### config.mk
export PLATFORM = sky130hd
export DESIGN_NAME = vic_capture
export DESIGN_NICKNAME = d
export VERILOG_FILES = /design/src/core/vic_pkg.sv /design/src/core/vic_capture.sv
export SDC_FILE = /design/constraint.sdc
export NUM_CORES = 1
export LEC_CHECK = 0
export BUFFER_PORTS_ARGS = -buffer_cell sky130_fd_sc_hd__buf_2
export CAP_MARGIN = 15
export CELL_PAD_IN_SITES_DETAIL_PLACEMENT = 0
export CELL_PAD_IN_SITES_GLOBAL_PLACEMENT = 1
export CORE_MARGIN = 2
export CORE_UTILIZATION = 52
export CTS_CLUSTER_SIZE = 25
export DETAILED_ROUTE_END_ITERATION = 10
export GPL_TIMING_DRIVEN = 0
export PLACE_DENSITY_LB_ADDON = 0.1
export SLEW_MARGIN = 15
export SYNTH_ARGS = -nofsm -noshare
export SYNTH_HDL_FRONTEND = slang
export SYNTH_SLANG_ARGS = --single-unit
### constraint.sdc
create_clock -name clock -period 10 [get_ports clock]
set_clock_uncertainty 0.1 [all_clocks]
set_input_delay 2 -clock clock [delete_from_list [all_inputs] [get_ports clock]]
set_output_delay 2 -clock clock [all_outputs]
set_load 0.005 [all_outputs]
### src/core/vic_pkg.sv
// Constants and register map for the video input capture unit
//
// Contract
// - Hsync, vsync and field id each have their own read/write polarity bit.
// - Hsync period and vsync period are measured and read as 12-bit values.
// - One read-only flag shows that dedicated hsync and vsync activity is seen.
// - One read-only flag shows interlaced versus progressive input.
// - Only the programmed rectangle is captured, placed at the programmed origin.
// - Pixels are stored 16 bits each: 8-bit luma plus alternating Cb/Cr byte.
// - Interlaced input: two consecutive fields interleave into one stored frame.
// - Single-frame mode writes exactly one frame then stops by itself.
// - Continuous mode rewrites frames from the start address until forced stop.
// - Pixel and line thinning shrink the stored image by the selected ratio.
// - Frame thinning acts only in continuous mode, skipping frames between captures.
// - Writing one to trigger starts capture; writing zero stops it at once.
// - Trigger reads one while capturing, zero when done or stopped.
// - Mode bit: zero selects single-frame, one selects continuous capture.
// - Horizontal start, vertical start and horizontal size are 12-bit read/write.
// - Pixel and line thinning are 3 bits; codes 0 to 4 give 1/1 to 1/16.
// - Frame thinning is 4 bits; code n keeps one frame in n+1.
// - Destination X is 12 bits of 8 pixels; Y is 12 bits of lines.
// - Format select: 00 embedded 8-bit, 01 8-bit separate sync, 10 16-bit.
// - With dedicated syncs idle, syncs come from embedded timing codes.
// - Without field id, scan type comes from hsync/vsync phase; field made internally.
package vic_pkg;
  localparam int ADDR_W = 8;
  localparam logic [7:0] OFS_CTRL = 8'h00;
  localparam logic [7:0] OFS_HPERIOD = 8'h04;
  localparam logic [7:0] OFS_VPERIOD = 8'h08;
  localparam logic [7:0] OFS_STATUS = 8'h0c;
  localparam logic [7:0] OFS_HSTART = 8'h10;
  localparam logic [7:0] OFS_VSTART = 8'h14;
  localparam logic [7:0] OFS_HSIZE = 8'h18;
  localparam logic [7:0] OFS_VSIZE = 8'h1c;
  localparam logic [7:0] OFS_SKIP = 8'h20;
  localparam logic [7:0] OFS_DESTX = 8'h24;
  localparam logic [7:0] OFS_DESTY = 8'h28;
  // Control register fields
  localparam int CTRL_TRIG = 0;
  localparam int CTRL_MODE = 1;
  localparam int CTRL_FMT_LO = 2;
  localparam int CTRL_PORT = 4;
  localparam int CTRL_HPOL = 5;
  localparam int CTRL_VPOL = 6;
  localparam int CTRL_FPOL = 7;
  // Status register fields
  localparam int STAT_SYNC = 0;
  localparam int STAT_SCAN = 1;
  // Thinning register fields
  localparam int SKIP_H_LO = 0;
  localparam int SKIP_V_LO = 3;
  localparam int SKIP_F_LO = 6;
  // Input format codes
  localparam logic [1:0] FMT_EMBED = 2'h0;
  localparam logic [1:0] FMT_SEP8 = 2'h1;
  localparam logic [1:0] FMT_WIDE16 = 2'h2;
  // Reset values
  localparam logic [11:0] RST_SIZE = 12'h000;
  localparam logic [11:0] RST_POS = 12'h000;
  // Sync idle limit in pixel clocks (hsync) or lines (vsync)
  localparam logic [11:0] IDLE_MAX = 12'hfff;
  localparam logic [1:0] FID_IDLE_MAX = 2'h3;
  typedef enum logic [1:0] {ST_IDLE, ST_WAIT, ST_GRAB} vic_state_t;
endpackage

### src/core/vic_capture.sv
// Video input capture unit: sync handling, measurement and rectangle capture
`timescale 1ns/1ps
`default_nettype none
module vic_capture #(
  parameter int YUNIT_SHIFT = 0
) (
  input wire logic clock,
  input wire logic nrst,
  input wire logic [7:0] regAddr,
  input wire logic [31:0] regWdata,
  input wire logic regWrite,
  input wire logic regRead,
  output logic [31:0] regRdata,
  input wire logic in_pixel_clock,
  input wire logic in_hsync,
  input wire logic in_vsync,
  input wire logic in_field_id,
  input wire logic [7:0] luma_port,
  input wire logic [7:0] chroma_port,
  output logic wrValid,
  output logic [14:0] wrX,
  output logic [11:0] wrY,
  output logic [15:0] wrData
);
  // Registers
  logic trig, capture_mode_select, embedded_port_select;
  logic hsync_polarity_select, vsync_polarity_select, field_id_polarity_select;
  logic [1:0] input_format_select;
  logic [11:0] active_h_start, active_v_start, active_h_size, active_v_size;
  logic [2:0] h_pixel_skip_rate, v_line_skip_rate;
  logic [3:0] frame_skip_rate;
  logic [11:0] dest_x_address, dest_y_address;
  logic [11:0] hsync_period_measured, vsync_period_measured;
  logic sync_present_flag, scan_type_flag;
  vic_pkg::vic_state_t state;
  logic [3:0] skipCnt;

  // Pin synchronisers: stage one is read only by stage two
  logic [19:0] pinMeta, pinSync;
  logic pclkPrev;
  always_ff @(posedge clock or negedge nrst) begin
    if (!nrst) begin
      pinMeta <= '0;
      pinSync <= '0;
      pclkPrev <= 1'b0;
    end else begin
      pinMeta <= {in_pixel_clock, in_hsync, in_vsync, in_field_id, luma_port, chroma_port};
      pinSync <= pinMeta;
      pclkPrev <= pinSync[19];
    end
  end
  logic pclkRise;
  logic hsIn, vsIn, fidIn;
  logic [7:0] lumaIn, chromaIn;
  assign pclkRise = pinSync[19] & ~pclkPrev;
  assign hsIn = pinSync[18] ^ hsync_polarity_select;
  assign vsIn = pinSync[17] ^ vsync_polarity_select;
  assign fidIn = pinSync[16] ^ field_id_polarity_select;
  assign lumaIn = pinSync[15:8];
  assign chromaIn = pinSync[7:0];

  // Dedicated sync edges, sampled at each pixel clock rise
  logic hsPrev, vsPrev, fidPrev;
  logic extHsEv, extVsEv;
  assign extHsEv = pclkRise & hsIn & ~hsPrev;
  assign extVsEv = pclkRise & vsIn & ~vsPrev;

  // Embedded timing reference decode on the selected port
  logic [23:0] codeHist;
  logic [7:0] emByte;
  logic emFlag, emV, codeHit;
  assign emByte = embedded_port_select ? chromaIn : lumaIn;
  assign codeHit = pclkRise && codeHist == 24'hff0000;

  // Activity and period measurement
  logic [11:0] hIdle, vIdle, hClk, lineCnt;
  logic [1:0] fidIdle;
  logic useEmbed, wide;
  logic hsEv, vsEv, fieldNow, curField, halfLine;
  assign useEmbed = input_format_select == vic_pkg::FMT_EMBED || !sync_present_flag;
  assign wide = input_format_select == vic_pkg::FMT_WIDE16 && !useEmbed;
  assign hsEv = useEmbed ? codeHit && emByte[4] : extHsEv;
  assign vsEv = useEmbed ? codeHit && emByte[5] && !emV : extVsEv;
  // A vsync that lands on an hsync starts a line, so it is never the second field
  assign halfLine = !hsEv && hClk >= {1'b0, hsync_period_measured[11:1]};
  always_comb begin
    if (useEmbed) begin
      fieldNow = emByte[6];
    end else if (fidIdle != vic_pkg::FID_IDLE_MAX) begin
      fieldNow = fidIn;
    end else begin
      fieldNow = halfLine;
    end
  end

  always_ff @(posedge clock or negedge nrst) begin
    if (!nrst) begin
      hsPrev <= 1'b0;
      vsPrev <= 1'b0;
      fidPrev <= 1'b0;
      codeHist <= '0;
      emV <= 1'b0;
      emFlag <= 1'b0;
    end else if (pclkRise) begin
      hsPrev <= hsIn;
      vsPrev <= vsIn;
      fidPrev <= fidIn;
      codeHist <= {codeHist[15:0], emByte};
      emFlag <= codeHit;
      if (codeHit && emByte[4]) begin
        emV <= emByte[5];
      end
    end
  end

  // Idle timers on the dedicated syncs decide sync presence
  always_ff @(posedge clock or negedge nrst) begin
    if (!nrst) begin
      hIdle <= vic_pkg::IDLE_MAX;
      vIdle <= vic_pkg::IDLE_MAX;
      fidIdle <= vic_pkg::FID_IDLE_MAX;
    end else begin
      if (extHsEv) begin
        hIdle <= '0;
      end else if (pclkRise && hIdle != vic_pkg::IDLE_MAX) begin
        hIdle <= hIdle + 12'h001;
      end
      if (extVsEv) begin
        vIdle <= '0;
      end else if (extHsEv && vIdle != vic_pkg::IDLE_MAX) begin
        vIdle <= vIdle + 12'h001;
      end
      if (pclkRise && fidIn != fidPrev) begin
        fidIdle <= '0;
      end else if (extVsEv && fidIdle != vic_pkg::FID_IDLE_MAX) begin
        fidIdle <= fidIdle + 2'h1;
      end
    end
  end
  assign sync_present_flag = hIdle != vic_pkg::IDLE_MAX && vIdle != vic_pkg::IDLE_MAX;

  // Periods: pixel clocks per line and lines per vsync, saturating at 12 bits
  always_ff @(posedge clock or negedge nrst) begin
    if (!nrst) begin
      hClk <= '0;
      lineCnt <= '0;
      hsync_period_measured <= '0;
      vsync_period_measured <= '0;
      curField <= 1'b0;
      scan_type_flag <= 1'b0;
    end else begin
      if (hsEv) begin
        hsync_period_measured <= hClk;
        hClk <= 12'h001;
      end else if (pclkRise && hClk != vic_pkg::IDLE_MAX) begin
        hClk <= hClk + 12'h001;
      end
      if (vsEv) begin
        vsync_period_measured <= (hsEv && lineCnt != vic_pkg::IDLE_MAX) ? lineCnt + 12'h001 : lineCnt;
        lineCnt <= '0;
        curField <= fieldNow;
        scan_type_flag <= fieldNow != curField;
      end else if (hsEv && lineCnt != vic_pkg::IDLE_MAX) begin
        lineCnt <= lineCnt + 12'h001;
      end
    end
  end

  // Pixel assembly: 8-bit streams carry chroma then luma per pixel
  logic bytePhase;
  logic [7:0] chromaHold;
  logic [11:0] pixCnt;
  logic pixStrobe;
  logic [15:0] pixWord;
  assign pixStrobe = pclkRise && (wide || bytePhase);
  assign pixWord = wide ? {lumaIn, chromaIn} : {useEmbed ? emByte : lumaIn, chromaHold};
  always_ff @(posedge clock or negedge nrst) begin
    if (!nrst) begin
      bytePhase <= 1'b0;
      chromaHold <= '0;
      pixCnt <= '0;
    end else if (hsEv) begin
      bytePhase <= 1'b0;
      pixCnt <= '0;
    end else if (pclkRise) begin
      bytePhase <= ~bytePhase;
      if (!bytePhase) begin
        chromaHold <= useEmbed ? emByte : lumaIn;
      end
      if (pixStrobe) begin
        pixCnt <= pixCnt + 12'h001;
      end
    end
  end

  // Thinning mask: codes above four act as 1/16
  function automatic logic [3:0] thinMask(input logic [2:0] code);
    thinMask = code > 3'h4 ? 4'hf : 4'((5'h01 << code) - 5'h01);
  endfunction
  function automatic logic [2:0] thinShift(input logic [2:0] code);
    thinShift = code > 3'h4 ? 3'h4 : code;
  endfunction

  logic [11:0] hOff, vOff, col, row;
  logic inRect, pixAccept, frameEdge;
  assign hOff = pixCnt - active_h_start;
  assign vOff = lineCnt - active_v_start;
  assign inRect = pixCnt >= active_h_start && hOff < active_h_size
    && lineCnt >= active_v_start && vOff < active_v_size;
  assign pixAccept = pixStrobe && state == vic_pkg::ST_GRAB && inRect
    && (hOff[3:0] & thinMask(h_pixel_skip_rate)) == 4'h0
    && (vOff[3:0] & thinMask(v_line_skip_rate)) == 4'h0;
  assign col = hOff >> thinShift(h_pixel_skip_rate);
  assign row = vOff >> thinShift(v_line_skip_rate);
  // Interlaced frames begin at the first field only, so both fields share one frame
  assign frameEdge = vsEv && (!scan_type_flag || !fieldNow);

  always_ff @(posedge clock or negedge nrst) begin
    if (!nrst) begin
      wrValid <= 1'b0;
      wrX <= '0;
      wrY <= '0;
      wrData <= '0;
    end else begin
      wrValid <= pixAccept;
      if (pixAccept) begin
        wrX <= {dest_x_address, 3'h0} + 15'(col);
        wrY <= scan_type_flag
          ? 12'((dest_y_address << YUNIT_SHIFT) + {row[10:0], curField})
          : 12'((dest_y_address << YUNIT_SHIFT) + row);
        wrData <= pixWord;
      end
    end
  end

  // Capture sequencing; a control write takes priority over a frame edge
  logic ctrlWr;
  assign ctrlWr = regWrite && regAddr == vic_pkg::OFS_CTRL;
  always_ff @(posedge clock or negedge nrst) begin
    if (!nrst) begin
      state <= vic_pkg::ST_IDLE;
      skipCnt <= '0;
    end else if (ctrlWr) begin
      state <= regWdata[vic_pkg::CTRL_TRIG] ? vic_pkg::ST_WAIT : vic_pkg::ST_IDLE;
      skipCnt <= '0;
    end else if (frameEdge) begin
      unique case (state)
        vic_pkg::ST_IDLE: begin
          state <= vic_pkg::ST_IDLE;
        end
        vic_pkg::ST_WAIT: begin
          if (skipCnt == 4'h0) begin
            state <= vic_pkg::ST_GRAB;
          end else begin
            skipCnt <= skipCnt - 4'h1;
          end
        end
        vic_pkg::ST_GRAB: begin
          if (!capture_mode_select) begin
            state <= vic_pkg::ST_IDLE;
          end else if (frame_skip_rate != 4'h0) begin
            state <= vic_pkg::ST_WAIT;
            skipCnt <= frame_skip_rate - 4'h1;
          end else begin
            state <= vic_pkg::ST_GRAB;
          end
        end
      endcase
    end
  end
  assign trig = state != vic_pkg::ST_IDLE;

  // Register writes
  always_ff @(posedge clock or negedge nrst) begin
    if (!nrst) begin
      capture_mode_select <= 1'b0;
      input_format_select <= vic_pkg::FMT_EMBED;
      embedded_port_select <= 1'b0;
      hsync_polarity_select <= 1'b0;
      vsync_polarity_select <= 1'b0;
      field_id_polarity_select <= 1'b0;
      active_h_start <= vic_pkg::RST_POS;
      active_v_start <= vic_pkg::RST_POS;
      active_h_size <= vic_pkg::RST_SIZE;
      active_v_size <= vic_pkg::RST_SIZE;
      h_pixel_skip_rate <= '0;
      v_line_skip_rate <= '0;
      frame_skip_rate <= '0;
      dest_x_address <= vic_pkg::RST_POS;
      dest_y_address <= vic_pkg::RST_POS;
    end else if (regWrite) begin
      unique case (regAddr)
        vic_pkg::OFS_CTRL: begin
          capture_mode_select <= regWdata[vic_pkg::CTRL_MODE];
          input_format_select <= regWdata[vic_pkg::CTRL_FMT_LO +: 2];
          embedded_port_select <= regWdata[vic_pkg::CTRL_PORT];
          hsync_polarity_select <= regWdata[vic_pkg::CTRL_HPOL];
          vsync_polarity_select <= regWdata[vic_pkg::CTRL_VPOL];
          field_id_polarity_select <= regWdata[vic_pkg::CTRL_FPOL];
        end
        vic_pkg::OFS_HSTART: active_h_start <= regWdata[11:0];
        vic_pkg::OFS_VSTART: active_v_start <= regWdata[11:0];
        vic_pkg::OFS_HSIZE: active_h_size <= regWdata[11:0];
        vic_pkg::OFS_VSIZE: active_v_size <= regWdata[11:0];
        vic_pkg::OFS_SKIP: begin
          h_pixel_skip_rate <= regWdata[vic_pkg::SKIP_H_LO +: 3];
          v_line_skip_rate <= regWdata[vic_pkg::SKIP_V_LO +: 3];
          frame_skip_rate <= regWdata[vic_pkg::SKIP_F_LO +: 4];
        end
        vic_pkg::OFS_DESTX: dest_x_address <= regWdata[11:0];
        vic_pkg::OFS_DESTY: dest_y_address <= regWdata[11:0];
        default: begin
        end
      endcase
    end
  end

  // Register reads, data valid the cycle after the strobe; unmapped reads zero
  always_ff @(posedge clock or negedge nrst) begin
    if (!nrst) begin
      regRdata <= '0;
    end else if (regRead) begin
      unique case (regAddr)
        vic_pkg::OFS_CTRL: regRdata <= 32'({field_id_polarity_select, vsync_polarity_select,
          hsync_polarity_select, embedded_port_select, input_format_select,
          capture_mode_select, trig});
        vic_pkg::OFS_HPERIOD: regRdata <= 32'(hsync_period_measured);
        vic_pkg::OFS_VPERIOD: regRdata <= 32'(vsync_period_measured);
        vic_pkg::OFS_STATUS: regRdata <= 32'({scan_type_flag, sync_present_flag});
        vic_pkg::OFS_HSTART: regRdata <= 32'(active_h_start);
        vic_pkg::OFS_VSTART: regRdata <= 32'(active_v_start);
        vic_pkg::OFS_HSIZE: regRdata <= 32'(active_h_size);
        vic_pkg::OFS_VSIZE: regRdata <= 32'(active_v_size);
        vic_pkg::OFS_SKIP: regRdata <= 32'({frame_skip_rate, v_line_skip_rate,
          h_pixel_skip_rate});
        vic_pkg::OFS_DESTX: regRdata <= 32'(dest_x_address);
        vic_pkg::OFS_DESTY: regRdata <= 32'(dest_y_address);
        default: regRdata <= '0;
      endcase
    end
  end
endmodule
`default_nettype wire

# Word-level counts from Yosys, hierarchy flattened
# Index checks and enable logic that the tools add are counted.
# W data, S select, Z words.
# op_classes
n_lt_le_gt_ge	7
mul	0
eq_ne	25
mux	41
bitwise	15
n_div	0
reduce_logical	61
shifts	4
add_sub_neg	15
# op_table
cell	count
$mux W12	12
$pmux W12 S11	1
$add A12 B1 Y12 const B	5
$ne A12 B12 Y1 const B	4
$eq A8 B5 Y1 const B	4
$mux W4	7
$add A12 B12 Y12	2
$eq A24 B24 Y1 const B	1
$eq A8 B6 Y1 const B	3
$ge A12 B12 Y1	2
$lt A12 B12 Y1	2
$shr A12 B3 Y12	2
$sub A12 B12 Y12	2
$logic_and A1 B1 Y1	23
$reduce_and A2 Y1	11
$eq A8 B4 Y1 const B	2
$mux W16	1
$mux W8	2
$reduce_bool A2 Y1	8
$sub A4 B1 Y4 const B	4
$add A15 B12 Y15	1
$mux W2	7
$ge A12 B11 Y1	1
$logic_not A4 Y1	3
26 further kinds	58
# totals
elab_cells	210
latch_bits	0
mem_count	0
out_inout_bits	76
in_bits	64
mem_bits_rw	0
rom_bits	0
regBits	337

# Logic depth before layout (Yosys ltp)
# depth
ltp_word	14
depth_mapped	23
mapped_depth_nobuf	23

# Worst setup path after synthesis
# Ideal clock, no wire load.
# synth_timing
path_type	register to register
startpoint	reg pixCnt[0]
endpoint	reg wrX[13]
slack_ns	5.484
stages_incl_launch_ff	24
setup_time_ns	0.128
required_time_ns	9.772
t_arrival_ns	4.289
path_buffers	0
period_less_slack_ns	4.516
cell_sequence	dfrtp_1 > inv_1 > ha_1 > inv_1 > fa_1 > a21o_1 > a211oi_1 > nor2_1 > nor2_1 > xnor2_1 > mux4_2 > mux2_2 > ha_1 > inv_1 > fa_1 > inv_1 > a21oi_1 > o21bai_1 > a21o_1 > a21o_1 > a21o_1 > a41oi_1 > xnor2_1 > mux2_1
# synth_via
elab_chain_len	8
elab_cells_between_ends	13
classes_between	add/sub: 2; order compare: 2; shift: 1; bitwise: 1; reduce/logical: 7
# synth_lines
element	line_no	text
start, declared	vic_capture.sv:172	logic [11:0] pixCnt;
start signal, assigned	vic_capture.sv:191	pixCnt <= pixCnt + 12'h001;
parallel branches: the longest is 8 deep, another holds $add A15 B12 Y15	-	
end signal, assigned	vic_capture.sv:227	wrX <= {dest_x_address, 3'h0} + 15'(col);
end, declared	vic_capture.sv:21	output logic [14:0] wrX,
# Parallel ways; which one is timed is not known.
# A chain may end at the register's enable or synchronous reset.

# Worst setup path after layout
# layout_timing
startpoint	reg active_v_start[5]
endpoint	reg wrY[6]
# layout_via
elab_chain_len	6
elab_cells_between_ends	12
classes_between	add/sub: 3; order compare: 2; shift: 1; mux: 1; reduce/logical: 5
# layout_lines
element	line_no	text
start, declared	vic_capture.sv:29	logic [11:0] active_h_start, active_v_start, active_h_size, active_v_size;
start signal, assigned	vic_capture.sv:283	active_v_start <= vic_pkg::RST_POS;
start signal, assigned	vic_capture.sv:302	vic_pkg::OFS_VSTART: active_v_start <= regWdata[11:0];
parallel branches: the longest is 6 deep, another holds $sub A12 B12 Y12	-	
end signal, assigned	vic_capture.sv:228	wrY <= scan_type_flag
end, declared	vic_capture.sv:22	output logic [11:0] wrY,
# Parallel ways; which one is timed is not known.

==> key figures <==
Clock tree
  – Worst-path clk slew: 0.06 ns
  – Root buffer cell: clkbuf_16
  – CTS tree: done
  – CTS H-tree depth: 2
  – CTS max path bufs: 3
  – Clk sinks: 317
  – Setup bufs post-CTS: 0
  – Post-CTS sizing: 0
  – Skew-Pair Late Insertion Delay: 0.54 ns
  – Hold Buf Count CTS: 0
  – Num CTS Buffers: 36

Layout
  – Final Cell Area: 19760 µm²
  – Finished Layout Cells: 2294
  – Nets: 1982
  – Commonest non-fill, non-tap cell in the layout: dfrtp_1
  – Final Util: 0.6041
  – Commonest non-fill, non-tap cells in the layout: 291 x dfrtp_1, 178 x nand2_1, 136 x nor2_1, 119 x mux2_2, 99 x inv_1
  – Fraction of layout cells with a size suffix above 1: 0.1902
  – Fillers: 2868
  – Synth-to-layout area growth: 13.89%

Die
  – Chip Width: 186.6 µm
  – IO Pins: 140
  – Die area: 34840 µm²
  – Core footprint: 32700 µm²
  – Site Rows: 66
  – DIE HEIGHT: 186.6 µm
  – Initial core utilization: 0.5305

STA
  – Slew Limit Fails: 0
  – Final setup violation count: 0
  – Fin. Hold Viols: 0
  – RSZ-0062 raised after global routing: no
  – TNS Setup: 0 ns
  – Slew margin rel.: 0.4377
  – Final period utilization: 0.5565
  – Max Fclk: 179.7 MHz
  – Actual slew at the worst max-slew pin: 0.8389 ns
  – Tmin final: 5.565 ns

Logic synthesis
  – Seq cells post-synth: 317
  – Synthesized instance count: 1668
  – Commonest register cell after synthesis: dfrtp_1
  – Post-synthesis cell area: 17350 µm²
  – Syn avg cell area: 10.40 µm²
  – Netlist cell types: 77
  – Post-synth EDFFs: 0
  – Yosys top cell by area: dfrtp_1
  – Sequential-to-total area share from yosys stat: 0.4592
  – Share of the synthesized area in the top cell type: 0.4198
  – Top post-synthesis cells by area: dfrtp_1 42%, mux2_2 7.7%, ha_1 6.4%
  – Ys async rst share: 1.000
  – Synth Warn #: 0

Detailed routing
  – Drt wl/cell: 20.69 µm
  – Starting DRC count in detailed routing: 1073
  – TritonRoute pass-1 iters: 6
  – Routed Antenna Nets: 0
  – DR vias/cell: 5.771
  – Drt drc: 0
  – Total detailed-routing wirelength: 47470 µm
  – Vias post-DR: 13240

Critical path
  – Setup crit start: active_v_start[5]
  – RR Startpoint: active_v_start[5]
  – Crit path kind: reg2reg
  – Startpoint type of the worst setup path: flop
  – Crit Path Max Fanout: 10
  – Crit. End Element: flop
  – FF-to-FF path depth: 19
  – CP required: 10.31 ns
  – Worst Path Arrival: 5.87 ns

GRT
  – Antenna violations before repair: 1
  – Total global-route track usage: 0.2734
  – Largest net degree at the start of global routing: 107
  – Gr ovfl total: 0
  – First-pass GRT wire length: 74240 µm
  – Vias in the first global route: 12690

Min path
  – Hold Path Class: reg2reg
  – Hold wc startpoint: pinMeta[10]
  – Hold depth: 0

Pwr
  – Peak VDD IR: 0.1516 mV
  – Cell leakage power: 9.374 nW
  – Pwr dens: 206.8 nW/µm²
  – Tot Pwr: 4.086 mW

Placement
  – Post-DP HPWL: 35950 µm
  – DP Cell Count: 2229
  – # port buffers: 97
  – RePlAce Congestion: 0.9289
  – Post-DP Area: 18550 µm²

Job
  – Max-cap viol count: 0

Status
  – Status: complete, no violations
[sequential cells by signal, summed over array words and instances, names as in the netlist, 8 cells and up]
register               cells
regRdata                  12
codeHist                  24
wrY                       12
active_h_start            12
vsync_period_measured     12
wrData                    16
active_h_size             12
pixCnt                    12
lineCnt                   12
hIdle                     12
active_v_size             12
hsync_period_measured     12
wrX                       15
hClk                      12
pinSync                   20
chromaHold                 8
dest_x_address            12
active_v_start            12
pinMeta                   20
dest_y_address            12
vIdle                     12
[layout make-up]
type | instances | area [µm²] | share of cell area
clock inverter | 13 | 156.4 | 0.007916
tap | 442 | 553.0 | 0.02799
buffer | 83 | 424.2 | 0.02147
timing repair buffer | 100 | 578.1 | 0.02926
clock buffer | 51 | 1049 | 0.05307
antenna | 1 | 2.502 | 0.0001267
inverter | 100 | 375.4 | 0.01900
sequential | 317 | 7965 | 0.4032
multi-input combinational | 1187 | 8653 | 0.4380
[per-stage QoR]
stage,hold slack (ns),setup slack [ns]
floorplan,0.2312,5.484
global placement,0.2326,0.7891
detailed placement,0.2347,4.465
CTS,0.2473,4.438
global route,0.2535,3.992
finish,0.2462,4.435
[critical path, cell delays in order (launching register included)]
cell and delay (ns):
dfrtp_1 0.45, inv_1 0.07, ha_1 0.37, and3_1 0.20, a221o_1 0.35, nand2_1 0.07, nand3b_1 0.15, o31ai_1 0.46
xnor2_1 0.30, ha_1 0.35, a22oi_1 0.14, nand3_1 0.11, a211oi_2 0.22, nand4_1 0.09, a221o_1 0.28, a31oi_1 0.19
nand3b_1 0.14, nor3b_4 0.70, buf_6 0.31, mux2_1 0.35
[layer usage]
layer	GRT usage	vias to the layer above	part of all wire
met2	0.4158	410	0.44
li1	-	6185	-
met4	0.08394	0	0.031
met5	0	-	0
met3	0.04570	78	0.062
met1	0.4014	6566	0.46
[final timing paths]
path | to | slack, ns
worst max-delay path | wrY[6] | 4.44
worst min-delay path | pinSync[10] | 0.25
worst max register to register | wrY[6] | 4.44
worst min register to register | pinSync[10] | 0.25
max in group asynchronous | hClk[8] | 7.19
min in group asynchronous | lineCnt[0] | 1.30
[logic make-up (layout without fill, tap and decap cells)]
group | after synthesis | count (layout) | share of synthesized area
fa+ha+maj | 93 | 93 | 0.06881
buf+inv | 183 | 347 | 0.04609
simple gates | 471 | 471 | 0.1268
other cells | 1 | 21 | 0.0002162
xor+xnor | 90 | 90 | 0.04623
compound gates | 294 | 294 | 0.1130
flops | 317 | 317 | 0.4592
mux | 219 | 219 | 0.1397
[synth_stat cells, types with 26 or more instances]
master      n
nand2_1   178
clkbuf_1   53
xnor2_1    43
a21oi_1    67
inv_1      99
mux2_1     36
nand3_1    27
nor2_1    136
ha_1       89
dfstp_2    26
mux2i_1    61
o21ai_0    75
mux2_2    119
dfrtp_1   291
xor2_1     46
[power breakdown]
group | internal [mW] | total (mW) | switching, mW
registers | 1.42 | 1.54 | 0.121
clock network | 0.768 | 1.33 | 0.561
logic | 0.523 | 1.21 | 0.692
(Power assumes the default switching activity.)
